### src/iwoc_defs.vh
// constants for the option-word configured independent watchdog
`ifndef IWOC_DEFS_VH
`define IWOC_DEFS_VH

// register bus shape
`define IWOC_AW             12
`define IWOC_DW             32

// register byte addresses
`define IWOC_REFRESH_ADDR   12'h000
`define IWOC_STATUS_ADDR    12'h004
`define IWOC_IRQ_STS_ADDR   12'h008
`define IWOC_IRQ_MASK_ADDR  12'h00C
`define IWOC_CAUSE_CLR_ADDR 12'h010
`define IWOC_OPTION_ADDR    12'h400

// option word field positions
`define IWOC_OPT_START_BIT  1
`define IWOC_OPT_TOP_LSB    2
`define IWOC_OPT_TOP_MSB    3
`define IWOC_OPT_CKS_LSB    4
`define IWOC_OPT_CKS_MSB    7
`define IWOC_OPT_WEND_LSB   8
`define IWOC_OPT_WEND_MSB   9
`define IWOC_OPT_WSTA_LSB   10
`define IWOC_OPT_WSTA_MSB   11
`define IWOC_OPT_ACT_BIT    12
`define IWOC_OPT_STP_BIT    14

// time-out periods in divided watchdog clock cycles
`define IWOC_CNT_W          12
`define IWOC_TOP_128        12'h080
`define IWOC_TOP_512        12'h200
`define IWOC_TOP_1024       12'h400
`define IWOC_TOP_2048       12'h800

// prescale codes and their terminal counts (divisor minus one)
`define IWOC_CKS_DIV1       4'h0
`define IWOC_CKS_DIV16      4'h2
`define IWOC_CKS_DIV32      4'h3
`define IWOC_CKS_DIV64      4'h4
`define IWOC_CKS_DIV128     4'hF
`define IWOC_CKS_DIV256     4'h5
`define IWOC_PRE_W          8
`define IWOC_TC_DIV1        8'h00
`define IWOC_TC_DIV16       8'h0F
`define IWOC_TC_DIV32       8'h1F
`define IWOC_TC_DIV64       8'h3F
`define IWOC_TC_DIV128      8'h7F
`define IWOC_TC_DIV256      8'hFF

// interrupt status bits
`define IWOC_IRQ_W          2
`define IWOC_IRQ_UNDER      0
`define IWOC_IRQ_REFERR     1

// reset values
`define IWOC_OPT_RST        32'h00000000
`define IWOC_MASK_RST       2'h0

// cycles the option word settles through the synchroniser before capture
`define IWOC_OPT_SETTLE     2'h3

`endif

### src/iwoc_prescaler.v
// divides the sampled watchdog source clock by the selected ratio
`include "iwoc_defs.vh"
module iwoc_prescaler (
	input  wire       clk,
	input  wire       sys_rst,
	input  wire       srcTick,
	input  wire       countEn,
	input  wire       restart,
	input  wire [3:0] divSel,
	output reg        divTick
);

	reg [`IWOC_PRE_W-1:0] preCnt_q;
	reg [`IWOC_PRE_W-1:0] termCnt;

	// unlisted codes fall back to divide by one
	always @* begin
		case (divSel)
			`IWOC_CKS_DIV16:  termCnt = `IWOC_TC_DIV16;
			`IWOC_CKS_DIV32:  termCnt = `IWOC_TC_DIV32;
			`IWOC_CKS_DIV64:  termCnt = `IWOC_TC_DIV64;
			`IWOC_CKS_DIV128: termCnt = `IWOC_TC_DIV128;
			`IWOC_CKS_DIV256: termCnt = `IWOC_TC_DIV256;
			default:          termCnt = `IWOC_TC_DIV1;
		endcase
	end

	// restart drops any partial division so a fresh period is whole
	always @(posedge clk or posedge sys_rst) begin
		if (sys_rst) begin
			preCnt_q <= {`IWOC_PRE_W{1'b0}};
			divTick  <= 1'b0;
		end else begin
			divTick <= 1'b0;
			if (restart) begin
				preCnt_q <= {`IWOC_PRE_W{1'b0}};
			end else if (countEn && srcTick) begin
				if (preCnt_q >= termCnt) begin
					preCnt_q <= {`IWOC_PRE_W{1'b0}};
					divTick  <= 1'b1;
				end else begin
					preCnt_q <= preCnt_q + 8'h01;
				end
			end
		end
	end

endmodule // iwoc_prescaler

### src/iwoc_sync.v
// two-flop synchroniser for pins from outside the clock domain
module iwoc_sync #(
	parameter WIDTH = 1
) (
	input  wire             clk,
	input  wire             sys_rst,
	input  wire [WIDTH-1:0] asyncIn,
	output reg  [WIDTH-1:0] syncOut
);

	reg [WIDTH-1:0] meta_q;

	// first stage feeds only the second stage
	always @(posedge clk or posedge sys_rst) begin
		if (sys_rst) begin
			meta_q  <= {WIDTH{1'b0}};
			syncOut <= {WIDTH{1'b0}};
		end else begin
			meta_q  <= asyncIn;
			syncOut <= meta_q;
		end
	end

endmodule // iwoc_sync

### src/iwoc_watchdog.v
// independent watchdog configured at reset by a non-volatile option word
// register map, byte addresses
//   0x000 refresh, write any data
//   0x004 status: [11:0] count, [12] running, [13] watchdog caused the last reset
//   0x008 event status, a read clears it: [0] underflow, [1] refresh error
//   0x00C event mask, same layout as the event status
//   0x010 cause clear, write bit 0 high
//   0x400 captured option word, read only
//
// timing
//   option word taken on the fourth edge after reset release, auto-start one edge later
//   refresh writes before that capture are dropped, so early software waits a few cycles
//   error action is a one-cycle pulse two edges after the offending tick or write
//   the event bit lands with the action pulse, the interrupt level one edge later
//
// limitations
//   the source clock pin is sampled, so it must stay high and low for a system clock each
//   after an error the counter stays stopped until software refreshes it again
//   reserved option bits are not checked; a wrong word still configures the block
//   the cause flag clears only on power-on reset or an explicit clear write
//   a pending divided tick is dropped when sleep freezes the count
//
// The address-and-strobe port is this design's own decision.
`include "iwoc_defs.vh"
module iwoc_watchdog (
	input  wire                 clk,
	input  wire                 sys_rst,
	input  wire                 pwrOnRst,
	input  wire                 srcClkPin,
	input  wire [`IWOC_DW-1:0]  optWordPin,
	input  wire                 sleepIn,
	input  wire [`IWOC_AW-1:0]  regAddr,
	input  wire [`IWOC_DW-1:0]  regWrData,
	input  wire                 regWr,
	input  wire                 regRd,
	output reg  [`IWOC_DW-1:0]  regRdData,
	output reg                  irqOut,
	output reg                  nmiOut,
	output reg                  resetReq
);

	// synchronised pins
	wire [`IWOC_DW-1:0]   optSync;
	wire                  srcSync;
	reg                   srcPrev_q;
	wire                  srcTick;

	// option word capture
	reg  [1:0]            optWait_q;
	reg                   optLoaded_q;
	reg  [`IWOC_DW-1:0]   opt_q;

	// decoded option fields
	wire                  startDis;
	wire [1:0]            topSel;
	wire [3:0]            cksSel;
	wire [1:0]            wEndSel;
	wire [1:0]            wStaSel;
	wire                  actReset;
	wire                  sleepStop;

	// counter and window
	reg  [`IWOC_CNT_W-1:0] period;
	reg  [`IWOC_CNT_W-1:0] openLimit;
	reg  [`IWOC_CNT_W-1:0] closeLimit;
	wire [`IWOC_CNT_W-1:0] quarter;
	wire [`IWOC_CNT_W-1:0] half;
	wire [`IWOC_CNT_W-1:0] threeQ;
	reg  [`IWOC_CNT_W-1:0] cnt_q;
	reg                    running_q;
	reg                    autoDone_q;
	wire                   autoGo;
	wire                   inWindow;
	wire                   countEn;
	wire                   divTick;
	reg                    reload;

	// register access decode
	wire                   wrRefresh;
	wire                   wrMask;
	wire                   wrCauseClr;
	wire                   rdIrqSts;

	// events and flags
	reg                    evUnder_q;
	reg                    evRefErr_q;
	wire                   errEv;
	reg  [`IWOC_IRQ_W-1:0] irqSts_q;
	reg  [`IWOC_IRQ_W-1:0] irqMask_q;
	reg                    cause_q;
	reg  [`IWOC_DW-1:0]    rdMux;

	// watchdog source clock is sampled, not used as a clock
	iwoc_sync #(
		.WIDTH(1)
	) u_srcSync (
		.clk     (clk),
		.sys_rst (sys_rst),
		.asyncIn (srcClkPin),
		.syncOut (srcSync)
	);

	// the option word comes from storage outside this clock domain
	iwoc_sync #(
		.WIDTH(`IWOC_DW)
	) u_optSync (
		.clk     (clk),
		.sys_rst (sys_rst),
		.asyncIn (optWordPin),
		.syncOut (optSync)
	);

	// rising edge of the sampled source clock, read from the second stage only
	always @(posedge clk or posedge sys_rst) begin
		if (sys_rst) begin
			srcPrev_q <= 1'b0;
		end else begin
			srcPrev_q <= srcSync;
		end
	end

	assign srcTick = srcSync & ~srcPrev_q;

	// capture the option word once the synchroniser has settled after release
	always @(posedge clk or posedge sys_rst) begin
		if (sys_rst) begin
			optWait_q   <= 2'h0;
			optLoaded_q <= 1'b0;
			opt_q       <= `IWOC_OPT_RST;
		end else if (!optLoaded_q) begin
			if (optWait_q == `IWOC_OPT_SETTLE) begin
				opt_q       <= optSync;
				optLoaded_q <= 1'b1;
			end else begin
				optWait_q <= optWait_q + 2'h1;
			end
		end
	end

	// fields are frozen until the next system reset
	assign startDis  = opt_q[`IWOC_OPT_START_BIT];
	assign topSel    = opt_q[`IWOC_OPT_TOP_MSB:`IWOC_OPT_TOP_LSB];
	assign cksSel    = opt_q[`IWOC_OPT_CKS_MSB:`IWOC_OPT_CKS_LSB];
	assign wEndSel   = opt_q[`IWOC_OPT_WEND_MSB:`IWOC_OPT_WEND_LSB];
	assign wStaSel   = opt_q[`IWOC_OPT_WSTA_MSB:`IWOC_OPT_WSTA_LSB];
	assign actReset  = opt_q[`IWOC_OPT_ACT_BIT];
	assign sleepStop = opt_q[`IWOC_OPT_STP_BIT];

	// time-out period selection
	always @* begin
		case (topSel)
			2'h0:    period = `IWOC_TOP_128;
			2'h1:    period = `IWOC_TOP_512;
			2'h2:    period = `IWOC_TOP_1024;
			default: period = `IWOC_TOP_2048;
		endcase
	end

	// periods are powers of two, so the fractions are exact
	assign quarter = period >> 2;
	assign half    = period >> 1;
	assign threeQ  = half + quarter;

	// window opens once the count has fallen to this value
	always @* begin
		case (wStaSel)
			2'h0:    openLimit = quarter;
			2'h1:    openLimit = half;
			2'h2:    openLimit = threeQ;
			default: openLimit = period;
		endcase
	end

	// window closes once the count falls below this value
	always @* begin
		case (wEndSel)
			2'h0:    closeLimit = threeQ;
			2'h1:    closeLimit = half;
			2'h2:    closeLimit = quarter;
			default: closeLimit = {`IWOC_CNT_W{1'b0}};
		endcase
	end

	// percentages are measured against the remaining count
	assign inWindow = (cnt_q <= openLimit) && (cnt_q >= closeLimit);

	// sleep only freezes the count when the option word asks for it
	assign countEn = running_q && !(sleepStop && sleepIn);

	// auto-start fires once, as soon as the option word is in place
	assign autoGo = optLoaded_q && !startDis && !autoDone_q;

	// register strobes
	assign wrRefresh  = regWr && (regAddr == `IWOC_REFRESH_ADDR);
	assign wrMask     = regWr && (regAddr == `IWOC_IRQ_MASK_ADDR);
	assign wrCauseClr = regWr && (regAddr == `IWOC_CAUSE_CLR_ADDR) && regWrData[0];
	assign rdIrqSts   = regRd && (regAddr == `IWOC_IRQ_STS_ADDR);

	// a start or a valid refresh reloads the period
	always @* begin
		reload = 1'b0;
		if (autoGo) begin
			reload = 1'b1;
		end else if (wrRefresh && optLoaded_q) begin
			reload = !running_q || inWindow;
		end
	end

	// prescaler also restarts on reload so each period is exact
	iwoc_prescaler u_pre (
		.clk     (clk),
		.sys_rst (sys_rst),
		.srcTick (srcTick),
		.countEn (countEn),
		.restart (reload),
		.divSel  (cksSel),
		.divTick (divTick)
	);

	// down-counter; an error stops it until software refreshes again
	always @(posedge clk or posedge sys_rst) begin
		if (sys_rst) begin
			cnt_q      <= {`IWOC_CNT_W{1'b0}};
			running_q  <= 1'b0;
			autoDone_q <= 1'b0;
			evUnder_q  <= 1'b0;
			evRefErr_q <= 1'b0;
		end else begin
			evUnder_q  <= 1'b0;
			evRefErr_q <= 1'b0;
			if (optLoaded_q) begin
				autoDone_q <= 1'b1;
			end
			if (reload) begin
				cnt_q     <= period;
				running_q <= 1'b1;
			end else if (wrRefresh && running_q) begin
				evRefErr_q <= 1'b1;
				running_q  <= 1'b0;
			end else if (countEn && divTick) begin
				cnt_q <= cnt_q - 12'h001;
				if (cnt_q == 12'h001) begin
					evUnder_q <= 1'b1;
					running_q <= 1'b0;
				end
			end
		end
	end

	// either event drives the single error action
	assign errEv = evUnder_q | evRefErr_q;

	// error action; outputs are one-cycle pulses from flops
	always @(posedge clk or posedge sys_rst) begin
		if (sys_rst) begin
			nmiOut   <= 1'b0;
			resetReq <= 1'b0;
		end else begin
			nmiOut   <= errEv && !actReset;
			resetReq <= errEv && actReset;
		end
	end

	// the cause flag survives the system reset it requested; only power-on or a cause clear write clears it
	always @(posedge clk or posedge pwrOnRst) begin
		if (pwrOnRst) begin
			cause_q <= 1'b0;
		end else if (errEv && actReset) begin
			cause_q <= 1'b1;
		end else if (wrCauseClr) begin
			cause_q <= 1'b0;
		end
	end

	// sticky event bits; a new event beats the read that clears them
	always @(posedge clk or posedge sys_rst) begin
		if (sys_rst) begin
			irqSts_q <= {`IWOC_IRQ_W{1'b0}};
		end else begin
			irqSts_q <= (rdIrqSts ? {`IWOC_IRQ_W{1'b0}} : irqSts_q)
				| {evRefErr_q, evUnder_q};
		end
	end

	// mask register
	always @(posedge clk or posedge sys_rst) begin
		if (sys_rst) begin
			irqMask_q <= `IWOC_MASK_RST;
		end else if (wrMask) begin
			irqMask_q <= regWrData[`IWOC_IRQ_W-1:0];
		end
	end

	// level interrupt, one cycle behind the status bits
	always @(posedge clk or posedge sys_rst) begin
		if (sys_rst) begin
			irqOut <= 1'b0;
		end else begin
			irqOut <= |(irqSts_q & irqMask_q);
		end
	end

	// read decode; unmapped addresses read zero
	always @* begin
		rdMux = {`IWOC_DW{1'b0}};
		if (regAddr == `IWOC_STATUS_ADDR) begin
			rdMux = {18'h00000, cause_q, running_q, cnt_q};
		end else if (regAddr == `IWOC_IRQ_STS_ADDR) begin
			rdMux = {30'h00000000, irqSts_q};
		end else if (regAddr == `IWOC_IRQ_MASK_ADDR) begin
			rdMux = {30'h00000000, irqMask_q};
		end else if (regAddr == `IWOC_OPTION_ADDR) begin
			rdMux = opt_q;
		end
	end

	// read data stands only in the cycle after the strobe
	always @(posedge clk or posedge sys_rst) begin
		if (sys_rst) begin
			regRdData <= {`IWOC_DW{1'b0}};
		end else if (regRd) begin
			regRdData <= rdMux;
		end else begin
			regRdData <= {`IWOC_DW{1'b0}};
		end
	end

endmodule // iwoc_watchdog

### config.mk
export PLATFORM = sky130hd
export DESIGN_NAME = iwoc_watchdog
export DESIGN_NICKNAME = d
export VERILOG_FILES = /design/src/iwoc_prescaler.v /design/src/iwoc_sync.v /design/src/iwoc_watchdog.v
export VERILOG_INCLUDE_DIRS = /design/src
export SDC_FILE = /design/constraint.sdc
export NUM_CORES = 1
export LEC_CHECK = 0
export ABC_CLOCK_PERIOD_IN_PS = 10100
export BUFFER_PORTS_ARGS = -buffer_cell sky130_fd_sc_hd__buf_2
export CAP_MARGIN = 20
export CORE_MARGIN = 2
export CORE_UTILIZATION = 25
export CTS_BUF_LIST = sky130_fd_sc_hd__clkbuf_4 sky130_fd_sc_hd__clkbuf_8
export DETAILED_ROUTE_END_ITERATION = 7
export GPL_TIMING_DRIVEN = 0
export SKIP_CTS_REPAIR_TIMING = 1
export SYNTH_ARGS = -nofsm -noshare
export SYNTH_HDL_FRONTEND = slang
export SYNTH_HIERARCHICAL = 1
export SYNTH_SLANG_ARGS = --single-unit
### constraint.sdc
create_clock -name clk -period 10.1 [get_ports clk]
set_input_delay 2.525 -clock clk [delete_from_list [all_inputs] [get_ports clk]]
set_output_delay 2.525 -clock clk [all_outputs]
set_load 0.02 [all_outputs]
; Yosys cells after proc, flatten, opt, wreduce, memory -nomap -nowiden
; Cells that the tools add are included.
[totals]
register_bits = 167
latchBits = 0
ram_bits = 0
romBits = 0
in_bits = 83
out_inout_bits = 35
word_cells = 126
n_memories = 0
[classes]
addsub = 4
n_mul = 0
n_div = 0
order_cmp = 3
eq_ne = 19
shift = 0
mux = 35
bitwise_logic = 7
n_reduce_logical = 36
[ops]
columns = cell, count
row1 = 32-bit two-way mux, 5
row2 = 12-bit one-hot mux with 3 select lines, 3
row3 = 8-bit one-hot mux with 5 select lines, 1
row4 = 12-bit two-way mux, 3
row5 = "12-bit by 4-bit equality test with 1-bit output, second input constant", 2
row6 = 8-bit two-way mux, 3
row7 = 1-bit two-way mux, 19
row8 = 1-bit logical AND, 16
row9 = 11-bit by 10-bit adder with 12-bit output, 1
row10 = "12-bit by 1-bit equality test with 1-bit output, second input constant", 1
row11 = "12-bit by 11-bit equality test with 1-bit output, second input constant", 1
row12 = "12-bit by 3-bit equality test with 1-bit output, second input constant", 1
row13 = "12-bit by 5-bit equality test with 1-bit output, second input constant", 1
row14 = 12-bit >= comparator, 1
row15 = 12-bit less-or-equal comparator, 1
row16 = 12-bit zero test, 1
row17 = "12-bit by 1-bit subtractor with 12-bit output, second input constant", 1
row18 = "8-bit by 1-bit adder with 8-bit output, second input constant", 1
row19 = "2-bit equality test, second input constant", 4
row20 = "4-bit by 2-bit equality test with 1-bit output, second input constant", 2
row21 = "4-bit by 3-bit equality test with 1-bit output, second input constant", 2
row22 = 8-bit >= comparator, 1
row23 = 2-bit AND reduction, 4
row24 = "2-bit by 1-bit equality test with 1-bit output, second input constant", 3
row25 = 15 further kinds, 26

; Longest topological paths before layout
; Gate-level depths: netlist of the first run.
[depth]
ltp_word = 11
mapped_depth = 18
mapped_depth_nobuf = 17

; By module
; Netlist of the first run, hierarchy kept.
[modules_own_cells]
columns = module, instances, cells_per_inst, area_each_um2, seq_area_each_um2
row1 = iwoc_watchdog, 1, 396, 4470.5, 2302.2
row2 = iwoc_sync (u_optSync), 1, 65, 1605.3, 1601.5
row3 = iwoc_prescaler, 1, 95, 855.8, 225.2
row4 = iwoc_sync (u_srcSync), 1, 3, 53.8, 50.0

; Least setup slack after synthesis of the first run
; Ideal clock, no wire load.
[synth_path]
path_type = input -> register
from = input port regAddr[7]
to = register u_pre.preCnt_q[6]
setup_time_ps = 134
arrival_ps = 4229
required_ps = 9966
slack_ps = 5737
cell_stages = 9
n_path_buf = 1
cell_sequence = nor4_2 > nand3_2 > nor2_1 > o211ai_4 > nor2_4 > clkbuf_1 > nor3_1 > o2111ai_1 > o211ai_1
[synth_between]
elab_chain_len = 6
elab_cells_between_ends = 7
classes_between = mux (3) / reduce/logical (4)
[synth_lines]
columns = item, line
row1 = start: declaration, iwoc_watchdog.v:32  ; input wire [`IWOC_AW-1:0] regAddr,
row2 = 12-bit zero test (no line) (*), --
row3 = 1-bit logical AND (*), iwoc_watchdog.v:194  ; assign wrRefresh = regWr && (regAddr == `IWOC_REFRESH_ADDR);
row4 = 1-bit logical AND (*), iwoc_watchdog.v:204  ; end else if (wrRefresh && optLoaded_q) begin
row5 = 1-bit two-way mux (*), iwoc_watchdog.v:204
row6 = 1-bit two-way mux (*), iwoc_watchdog.v:202  ; if (autoGo) begin
row7 = via reload, iwoc_watchdog.v:76  ; reg reload;
row8 = 8-bit two-way mux or 2-bit nonzero test (tied branches), --
row9 = end signal: assignment, iwoc_prescaler.v:36  ; preCnt_q <= {`IWOC_PRE_W{1'b0}};
row10 = end signal: assignment, iwoc_prescaler.v:39  ; preCnt_q <= {`IWOC_PRE_W{1'b0}};
row11 = end signal: assignment, iwoc_prescaler.v:42  ; preCnt_q <= preCnt_q + 8'h01;
row12 = end: declaration, iwoc_prescaler.v:13  ; reg [`IWOC_PRE_W-1:0] preCnt_q;
; The timed path passes the listed nets; every way through them passes the cells marked *.
; A chain may end at the register's enable or synchronous reset.

; Worst setup path in the final report of the first run
[layout_path]
from = input port regAddr[1]
to = register u_pre.preCnt_q[6]
; Same word-level chain as after synthesis.

==> flow_summary.toml, run 1 <==
[timing]
worst_slew_pin_slew_ps = 826
rsz0062_at_grt = "no"
period_share = 0.457
slew_headroom = 0.449
finClkSkew_ps = 12.1
setup_viol = 0
drv_slew = 0
setup_tns_ps = 0
hold_viol_final = 0
period_needed_ps = 4620
max_freq_mhz = 217

[grt]
grt.total_usage = 0.112
grt_max_degree = 65
gr-total-overflow = 0
grt_pass1_vias = 4608
grt_pass1_wl_mm = 25.0
antenna_found_initial = 0

[floorplanning]
die_x_um = 171
initial_utilization = 0.253
die_area_um2 = 29300
core-area_um2 = 27600
pin_count = 118
num_rows = 61
fp.dieH_um = 171

[worst_setup_path]
cp_max_fo = 13
crit_end = "u_pre/preCnt_q[6]$_DFFE_PP0P_"
crit_type = "input pin to register"
cp.required_ps = 10430
cp-end-kind = "register"
r2r-end = "u_pre/preCnt_q[6]$_DFFE_PP0P_"
r2r_start = "opt_q[3]$_DFFE_PP0P_"
rrSetupSlack_ps = 6080
critPathLaunch = "regAddr[1]"
crit_arrival_ps = 4950
cp-start-kind = "input pin"
reg2reg_depth = 18

[placement]
dp_hpwl_mm = 11.1
io_buffers = 87
dpl.cell_count = 1025
routabilityCongestion = 0.822

[yosys]
async_reset_ff_frac = 1.00
synth-edff-count = 0
yosysWarnings = 6
dominantRegCellSynth = "dfrtp_1"
yosysMostFrequentCell = "dfrtp_1"
syn_area_per_cell_um2 = 12.5
synth_top_area_share = 0.598
synthDistinctLibCells = 69
synth.yosys.seq_area_share = 0.598
synth_area_leaders = "dfrtp_1, ha_1, mux2_2"
yosys.area.top_type = "dfrtp_1"
synth.ff_latch_count = 167
synthesis.nets = 674
syn_area_um2 = 6990
synth_cells = 559
synth_common_cells = "dfrtp_1, nor2_1, mux2_2"

[clock_network]
cts_tree = "yes"
clock-sinks = 167
h-tree-depth = 4
clk_pin_slew_ps = 100
clock_latency_ps = 460
cts_buffer_depth = 2
numCtsBuffers = 17
root_buffer = "clkbuf_8"

[drt]
vias = 4655
viasPerCell = 4.40
drc_errors = 0
drtIter0Drc = 266
wl_per_cell_um = 14.8
routed_wl_mm = 15.7
final_antenna_net_count = 0
drt_pre_antenna_iters = 5

[layout]
layoutNonFillerInstCount = 1057
antenna_cells = 0
synthToLayoutAreaGrowth_pct = 19.4
regArea_um2 = 4180
fill_cells = 2895
drive_gt1_frac = 0.267
multi_input_area_um2 = 2630
nNetsFinal = 781

[pwr]
vdd_drop_max_mv = 0.0893
p_leak_uw = 0.00383
power_density_nw_per_um2 = 182

[job]
drv_cap = 0

[worst_hold_path]
hp-class = "register to register"

[status]
status = "complete, no violations"
[area by class of cell]
| type | instances | area share |
|---|---|---|
| timing repair buffer | 88 | 0.0555 |
| clock inverter | 15 | 0.0217 |
| tap | 378 | 0.0567 |
| inverter | 17 | 0.00825 |
| multi-input combinational | 352 | 0.316 |
| sequential | 167 | 0.501 |
| buffer | 23 | 0.0132 |
| clock buffer | 17 | 0.0280 |
[state kept, by name, indices dropped and copies added (netlist names), 2 cells and up]
signal / count
irqMask_q: 2
optWait_q: 2
cnt_q: 12
irqSts_q: 2
opt_q: 32
u_optSync/meta_q: 32
regRdData: 32
u_optSync/syncOut: 32
u_pre/preCnt_q: 8
[power breakdown]
part / internal [uW] / switching (uW)
sequential: 714 / 54.0
combinational: 117 / 151
clock: 190 / 290
[stage by stage]
| stage | hold WS (ps) | power (uW) | utilization | instance area (um^2) | setup WS, ps |
|---|---|---|---|---|---|
| 2_1_floorplan | 331 | 963 | - | 6990 | 5210 |
| 3_3_place_gp | 332 | 1040 | 0.286 | 7890 | 3990 |
| 3_5_place_dp | 336 | 1050 | 0.287 | 7930 | 5020 |
| 4_1_cts | 354 | 1530 | 0.302 | 8340 | 5520 |
| 5_1_grt | 358 | 1610 | 0.302 | 8340 | 5320 |
| 6_report | 351 | 1520 | 0.302 | 8340 | 5480 |
[worst min-delay path by stage]
stage / from / to / slack [ps] / depth (start not counted)
3_5_place_dp: u_optSync/meta_q[12]$_DFF_PP0_ / u_optSync/syncOut[12]$_DFF_PP0_ / 340 / 0
4_1_cts: u_optSync/meta_q[3]$_DFF_PP0_ / u_optSync/syncOut[3]$_DFF_PP0_ / 350 / 0
3_3_place_gp: u_optSync/meta_q[15]$_DFF_PP0_ / u_optSync/syncOut[15]$_DFF_PP0_ / 330 / 0
2_1_floorplan: u_optSync/meta_q[0]$_DFF_PP0_ / u_optSync/syncOut[0]$_DFF_PP0_ / 330 / 0
6_report: u_optSync/meta_q[3]$_DFF_PP0_ / u_optSync/syncOut[3]$_DFF_PP0_ / 350 / 0
5_1_grt: u_optSync/meta_q[12]$_DFF_PP0_ / u_optSync/syncOut[12]$_DFF_PP0_ / 360 / 0
[worst max-delay path, stage by stage]
cell,delay (ps)
buf_2,110
nor3_1,360
nand3b_1,320
nor2_1,400
o211ai_4,190
nor2_4,300
clkbuf_1,420
nor3_1,110
o2111ai_1,90
o211ai_1,120
[cells by family after synthesis]
group                    count (synthesis)  share of synthesized area
buffers and inverters                   40                     0.0249
flip-flops                             167                      0.598
AND/OR/NAND/NOR                        172                      0.136
AO/OA/AOI/OAI                           94                      0.102
XOR/XNOR                                15                     0.0188
adder cells (fa/ha/maj)                 32                     0.0573
multiplexers                            39                     0.0622
[placed cells by master, fill, tap and decap left out, types with 5 or more instances in the layout]
| cell type | netlist | final |
|---|---|---|
| dfrtp_1 | 167 | 167 |
| buf_2 | 1 | 88 |
| nor2_1 | 38 | 38 |
| mux2_2 | 35 | 35 |
| ha_1 | 32 | 32 |
| nand2_1 | 26 | 26 |
| and3_1 | 24 | 24 |
| nand3_1 | 19 | 19 |
| a21oi_1 | 17 | 17 |
| clkbuf_8 | 0 | 17 |
| o21ai_0 | 16 | 16 |
| clkbuf_1 | 15 | 15 |
| inv_1 | 17 | 15 |
| nor2b_1 | 11 | 11 |
| a22o_1 | 11 | 11 |
| xnor2_1 | 10 | 10 |
| nor3_1 | 7 | 7 |
| nand4_1 | 7 | 7 |
| or3_1 | 6 | 6 |
| o2111ai_1 | 6 | 6 |
| xor2_1 | 5 | 5 |
| o211ai_1 | 5 | 5 |
| and2_1 | 5 | 5 |
| clkinv_8 | 0 | 5 |
[per-layer routing]
metal	global-route usage	routed length, um
met5	0	0
met4	0.0376	170
met3	0.0241	647
met2	0.169	7050
met1	0.160	7800
Power figures use the tool's default switching activity.
==> run 2: changes to the inputs <==
--- a/config.mk
+++ b/config.mk
@@ -6,7 +6,8 @@
 export SDC_FILE = /design/constraint.sdc
 export NUM_CORES = 1
 export LEC_CHECK = 0
-export ABC_CLOCK_PERIOD_IN_PS = 10100
+export ABC_AREA = 1
+export ABC_CLOCK_PERIOD_IN_PS = 4000
 export BUFFER_PORTS_ARGS = -buffer_cell sky130_fd_sc_hd__buf_2
 export CAP_MARGIN = 20
 export CORE_MARGIN = 2
==> constraint.sdc (replaced) <==
create_clock -name clk -period 4 [get_ports clk]
set_input_delay 1 -clock clk [delete_from_list [all_inputs] [get_ports clk]]
set_output_delay 1 -clock clk [all_outputs]
set_load 0.02 [all_outputs]
==> run 2 against run 1 <==
  * First-iteration DRC count grew 20%
  * Setup slack lost 5000 ps
  * Global-route usage decreased by 0.14 points
  * Utilization up 0.053 points
  * Area after synthesis grew 1.5%
  * Synthesized cell count increased by 27%
  * Clock skew up 4.8 ps
  * Non-clock buffer count shrank 6
  * Sequential share of layout area shrank 0.50 points
  * Critical path type is now register to register
  * Critical endpoint is now u_pre/preCnt_q[3]$_DFFE_PP0P_
==> flow_summary.toml, run 2 <==
[status]
status = "complete, no violations"

[clock_network]
clock_latency_ps = 460
clock-sinks = 167
root_buffer = "clkbuf_8"
h-tree-depth = 4
cts_buffer_depth = 2
numCtsBuffers = 17
cts_tree = "yes"
clk_pin_slew_ps = 100

[pwr]
power.internal_uw = 2610
power_uw = 3880
clockPowerShare = 0.303
p_leak_uw = 0.00423
power_frac_comb = 0.196
p_sw_frac = 0.326
vdd_drop_max_mv = 0.218
p_sw_uw = 1260
seq_power_share = 0.501
power_density_nw_per_um2 = 460

[yosys]
yosys.area_share.simple = 0.188
yosysMostFrequentCell = "dfrtp_1"
synth_top_family_by_area = "simple AND/OR/NAND/NOR gates"
synthDistinctLibCells = 40
synth.ff_latch_count = 167
syn_area_um2 = 7090
synth_xor_xnor_area_share = 0.0198
synthesis.nets = 825
syn_area_per_cell_um2 = 9.98
synth.yosys.seq_area_share = 0.589
yosysWarnings = 6
synthAdderAreaFrac = 0.0565
synth_common_cells = "dfrtp_1, nand2_1, inv_1"
dominantRegCellSynth = "dfrtp_1"
yosys.area.top_type = "dfrtp_1"
synth_top_area_share = 0.589
synth_compound_area_frac = 0.0736
async_reset_ff_frac = 1.00
synth_mux_area_frac = 0.00318
synth_area_leaders = "dfrtp_1, nand2_1, ha_1"
synth-edff-count = 0
synth_cells = 710

[layout]
final_cell_mix = "dfrtp_1, nand2_1, inv_1"
fill_cells = 2890
synthToLayoutAreaGrowth_pct = 18.8
layoutNonFillerInstCount = 1210
fin_util = 0.302
drive_gt1_frac = 0.208
layout_commonest_cell = "dfrtp_1"
nNetsFinal = 932

[job]
drv_cap = 0

[drt]
final_antenna_net_count = 0
vias = 5047
drtIter0Drc = 319
drc_errors = 0
wl_per_cell_um = 12.8
routed_wl_mm = 15.5
drt_pre_antenna_iters = 5
viasPerCell = 4.17

[worst_setup_path]
critical_path.top_delay_family = "simple AND/OR/NAND/NOR gates"
r2r_start = "opt_q[2]$_DFFE_PP0P_"
r2r-end = "u_pre/preCnt_q[3]$_DFFE_PP0P_"
critPathMaxStageDelay_ps = 410
crit_type = "register to register"
rrSetupSlack_ps = 520
crit_arrival_ps = 3840
cp.required_ps = 4360
crit_path_frequent_cell = "nand2_1"
cp-start-kind = "register"
critPathLaunch = "opt_q[2]$_DFFE_PP0P_"
critPathBufInv = 3
reg2reg_depth = 23
cp-end-kind = "register"
slowest_stage = "dfrtp_1"
crit_chain = "inv_1, ha_1, xnor2_1, xnor2_1, nor2_1, a21oi_1, o211ai_1, o21ai_0, ha_1, nand2_1, nor2_1, nand2_1, nand2_1, nand2_1, nand2_1, nand2_1, nand2_4, nand2_4, buf_12, nor2_2, inv_2, nand3_1, nand2_1"
cp_max_fo = 12

[grt]
gr-total-overflow = 0
grt_pass1_wl_mm = 25.3
grt_max_degree = 54
grt_pass1_vias = 4872
antenna_found_initial = 0
grt.total_usage = 0.111

[placement]
routabilityCongestion = 0.882
io_buffers = 86
dp_hpwl_mm = 11.5
dpl.cell_count = 1176

[floorplanning]
fp.dieH_um = 172
die_area_um2 = 29700
core-area_um2 = 27900
pin_count = 118
die_x_um = 172
num_rows = 61
initial_utilization = 0.254

[worst_hold_path]
hp-class = "input pin to async pin"

[timing]
drv_slew = 0
finClkSkew_ps = 16.8
max_freq_mhz = 287
period_share = 0.871
rsz0062_at_grt = "no"
worst_slew_pin_slew_ps = 599
hold_viol_final = 0
slew_headroom = 0.600
setup_viol = 0
period_needed_ps = 3480
run 2: cell count changes in the layout (fill, tap and decap cells not counted), sizes merged, moves of 7 or more:
cell	delta
nand2	+90
inv	+86
nor2	+46
a21oi	+33
mux2	-33
and3	-24
nand3	+20
nor3	+17
a22o	-12
nor2b	-11
o32ai	+10
or3	-7
run 2: worst max path at each step:
stage | endpoint | slack, ps | depth (start not counted)
5_1_grt | u_pre/preCnt_q[4]$_DFFE_PP0P_ | 150 | 23
3_5_place_dp | u_pre/preCnt_q[3]$_DFFE_PP0P_ | 510 | 23
6_report | u_pre/preCnt_q[3]$_DFFE_PP0P_ | 520 | 23
3_3_place_gp | regRdData[17]$_DFF_PP0_ | -650 | 2
4_1_cts | u_pre/preCnt_q[3]$_DFFE_PP0P_ | 500 | 23
2_1_floorplan | autoDone_q$_DFFE_PP0P_ | 640 | 1
run 2: cell families (layout without fill, tap and decap cells):
group                      Yosys count  count (layout)
buffers and inverters              121             241
and+or+nand+nor                    284             284
other                                0               2
adders and majority gates           32              32
xor gates and xnor gates            16              16
DFF                                167             167
muxes                                2               2
AOI/OAI and AO/OA                   88              88
run 2: layout make-up:
type / count / area [um^2] / share of cell area
sequential: 167 / 4180 / 0.496
multi-input combinational: 422 / 2420 / 0.287
timing repair buffer: 88 / 478 / 0.0567
tap: 378 / 473 / 0.0561
inverter: 104 / 393 / 0.0466
clock buffer: 18 / 241 / 0.0287
clock inverter: 14 / 136 / 0.0162
buffer: 17 / 101 / 0.0120
antenna: 2 / 5.00 / 0.000594
run 2: metrics by stage:
stage / cell area [um^2] / hold slack, ps / setup TNS [ps] / worst slack (ps)
floorplan: 7090 / 331 / 0 / 636
global placement: 7990 / 332 / -58240 / -648
detailed placement: 8040 / 335 / 0 / 511
CTS: 8420 / 319 / 0 / 497
global route: 8420 / 324 / 0 / 145
finish: 8430 / 347 / 0 / 517
run 2: layer usage:
metal,vias up,track usage,part of all wire
met3,23,0.0268,0.047
met4,0,0.0522,0.028
met2,113,0.173,0.48
li1,2502,-,-
met5,-,0,0
met1,2409,0.144,0.44
run 2: power groups by stage:
stage	registers [uW]	logic [uW]	clock network [uW]
after floorplan	1930	584	0
after global placement	1980	735	0
after detailed placement	1970	759	0
after CTS	1940	765	1210
after global routing	1970	892	1290
final	1940	760	1170
==> run 3: changes to the inputs <==
--- a/config.mk
+++ b/config.mk
@@ -6,12 +6,11 @@
 export SDC_FILE = /design/constraint.sdc
 export NUM_CORES = 1
 export LEC_CHECK = 0
-export ABC_AREA = 1
 export ABC_CLOCK_PERIOD_IN_PS = 4000
 export BUFFER_PORTS_ARGS = -buffer_cell sky130_fd_sc_hd__buf_2
 export CAP_MARGIN = 20
 export CORE_MARGIN = 2
-export CORE_UTILIZATION = 25
+export CORE_UTILIZATION = 35
 export CTS_BUF_LIST = sky130_fd_sc_hd__clkbuf_4 sky130_fd_sc_hd__clkbuf_8
 export DETAILED_ROUTE_END_ITERATION = 7
 export GPL_TIMING_DRIVEN = 0
@@ -20,3 +19,4 @@
 export SYNTH_HDL_FRONTEND = slang
 export SYNTH_HIERARCHICAL = 1
 export SYNTH_SLANG_ARGS = --single-unit
+export TNS_END_PERCENT = 50
==> run 3 against run 2 <==
  * Cell count fell by 22%
  * Sequential share of layout area rose by 1.3 points
  * Sequential cell count unchanged
  * Non-clock buffer count grew 8
  * Clock skew fell by 1.8 ps
  * Power shrank 2.4%
  * Combinational power down 9.2%
  * Critical path depth down 6
  * Count of clock-buffer cells in the layout is 1 higher
  * Clock power barely moved
  * Global-route usage is 4.0 points higher
  * Critical endpoint is now u_pre/preCnt_q[7]$_DFFE_PP0P_
  * Largest cell class unchanged
  * Largest power group unchanged
  * Highest routed layer unchanged
==> flow_summary.toml, run 3 (synthesis results as in run 1) <==
[job]
drv_cap = 0

[clock_network]
root_buffer = "clkbuf_8"
cts_tree = "yes"
clock_latency_ps = 460
numCtsBuffers = 17
clk_pin_slew_ps = 100
h-tree-depth = 4
cts_buffer_depth = 2
clock-sinks = 167

[worst_setup_path]
crit_type = "register to register"
r2r_start = "opt_q[3]$_DFFE_PP0P_"
r2r-end = "u_pre/preCnt_q[7]$_DFFE_PP0P_"
crit_arrival_ps = 3980
cp.required_ps = 4360
cp-end-kind = "register"
rrSetupSlack_ps = 380
cp_max_fo = 10
cp-start-kind = "register"
reg2reg_depth = 17

[floorplanning]
pin_count = 118
num_rows = 51
core-area_um2 = 19500
die_area_um2 = 21100
die_x_um = 145
initial_utilization = 0.358
fp.dieH_um = 145

[grt]
gr-total-overflow = 0
grt_pass1_vias = 4853
grt.total_usage = 0.151
grt_max_degree = 72
antenna_found_initial = 0
grt_pass1_wl_mm = 25.3

[drt]
drtIter0Drc = 288
wl_per_cell_um = 16.1
vias = 4698
drt_pre_antenna_iters = 4
final_antenna_net_count = 0
drc_errors = 0
routed_wl_mm = 15.2
viasPerCell = 4.97

[placement]
routabilityCongestion = 0.897
io_buffers = 87
dpl-instance-area_um2 = 7800
dp_hpwl_mm = 11.1
dpl.cell_count = 913

[layout]
synthToLayoutAreaGrowth_pct = 17.5
antenna_cells = 0
nNetsFinal = 783
layoutNonFillerInstCount = 946
layout_commonest_cell = "dfrtp_1"
fin_util = 0.420
final_cell_mix = "dfrtp_1, buf_2, nor2_1"
fill_cells = 1904
drive_gt1_frac = 0.276
stdcell_area_um2 = 8210

[timing]
period_needed_ps = 3620
period_share = 0.905
setup_viol = 0
drv_slew = 0
hold_ws_ps = 347
finClkSkew_ps = 15.1
worst_slew_pin_slew_ps = 747
slew_headroom = 0.502
hold_viol_final = 0
max_freq_mhz = 276
rsz0062_at_grt = "no"

[pwr]
power_uw = 3780
power_density_nw_per_um2 = 461
vdd_drop_max_mv = 0.237
p_leak_uw = 0.00384

[worst_hold_path]
hp-class = "register to register"
hold_end = "u_optSync/syncOut[12]$_DFF_PP0_"
min_path_cells = 0
min_from = "u_optSync/meta_q[12]$_DFF_PP0_"

[status]
status = "complete, no violations"
==> run 3: cell count changes in the layout (fill, tap and decap cells not counted), sizes merged, moves of 17 or more <==
cell,previous run,this run
nor2,86,40
and3,0,24
nor3,25,8
mux2,2,35
nand2,116,26
inv,109,25
a21oi,50,17
nand3,40,20
==> run 3: power breakdown <==
| part | internal [uW] | switching (uW) | total (uW) |
|---|---|---|---|
| Clock | 476 | 675 | 1150 |
| Combinational | 302 | 389 | 690 |
| Sequential | 1800 | 141 | 1940 |
==> run 3: worst max-delay path by stage <==
stage	start	to	slack (ps)	cells after the start
2_1_floorplan	sys_rst	autoDone_q$_DFFE_PP0P_	640	1
3_3_place_gp	sys_rst	opt_q[9]$_DFFE_PP0P_	-490	2
3_5_place_dp	opt_q[3]$_DFFE_PP0P_	u_pre/preCnt_q[6]$_DFFE_PP0P_	40	18
4_1_cts	opt_q[3]$_DFFE_PP0P_	u_pre/preCnt_q[6]$_DFFE_PP0P_	40	18
5_1_grt	opt_q[3]$_DFFE_PP0P_	u_pre/preCnt_q[6]$_DFFE_PP0P_	50	18
6_report	opt_q[3]$_DFFE_PP0P_	u_pre/preCnt_q[7]$_DFFE_PP0P_	380	17
==> run 3: cell type report <==
type / instances / area (um^2) / share of cell area
clock buffer: 19 / 249 / 0.0303
clock inverter: 13 / 134 / 0.0163
buffer: 22 / 108 / 0.0131
multi-input combinational: 352 / 2640 / 0.322
timing repair buffer: 91 / 498 / 0.0607
sequential: 167 / 4180 / 0.509
tap: 265 / 332 / 0.0404
inverter: 17 / 66.3 / 0.00808
==> run 3: critical path: stages, from the launching register on <==
cell and delay, ps:
dfrtp_1 450, inv_1 120, ha_2 280, nand2_1 170
nor3_1 170, a21oi_1 60, nor2_1 100, a21oi_1 50
o32a_1 210, ha_1 300, a21oi_1 170, o21a_1 220
nand4_1 170, o211ai_4 200, nor2_4 130, buf_4 160
or3_1 340, o311ai_1 250
==> run 3: layer usage <==
metal  wire length [um]  track usage
met1               6900        0.200
met2               7280        0.241
met3                787       0.0399
met4                263       0.0515
met5                  0            0
==> run 3: through the flow <==
stage	setup TNS [ps]	setup slack, ps
floorplan	0	636
finish	0	378
detailed placement	0	36.9
global placement	-43900	-491
global route	0	45.3
CTS	0	39.1
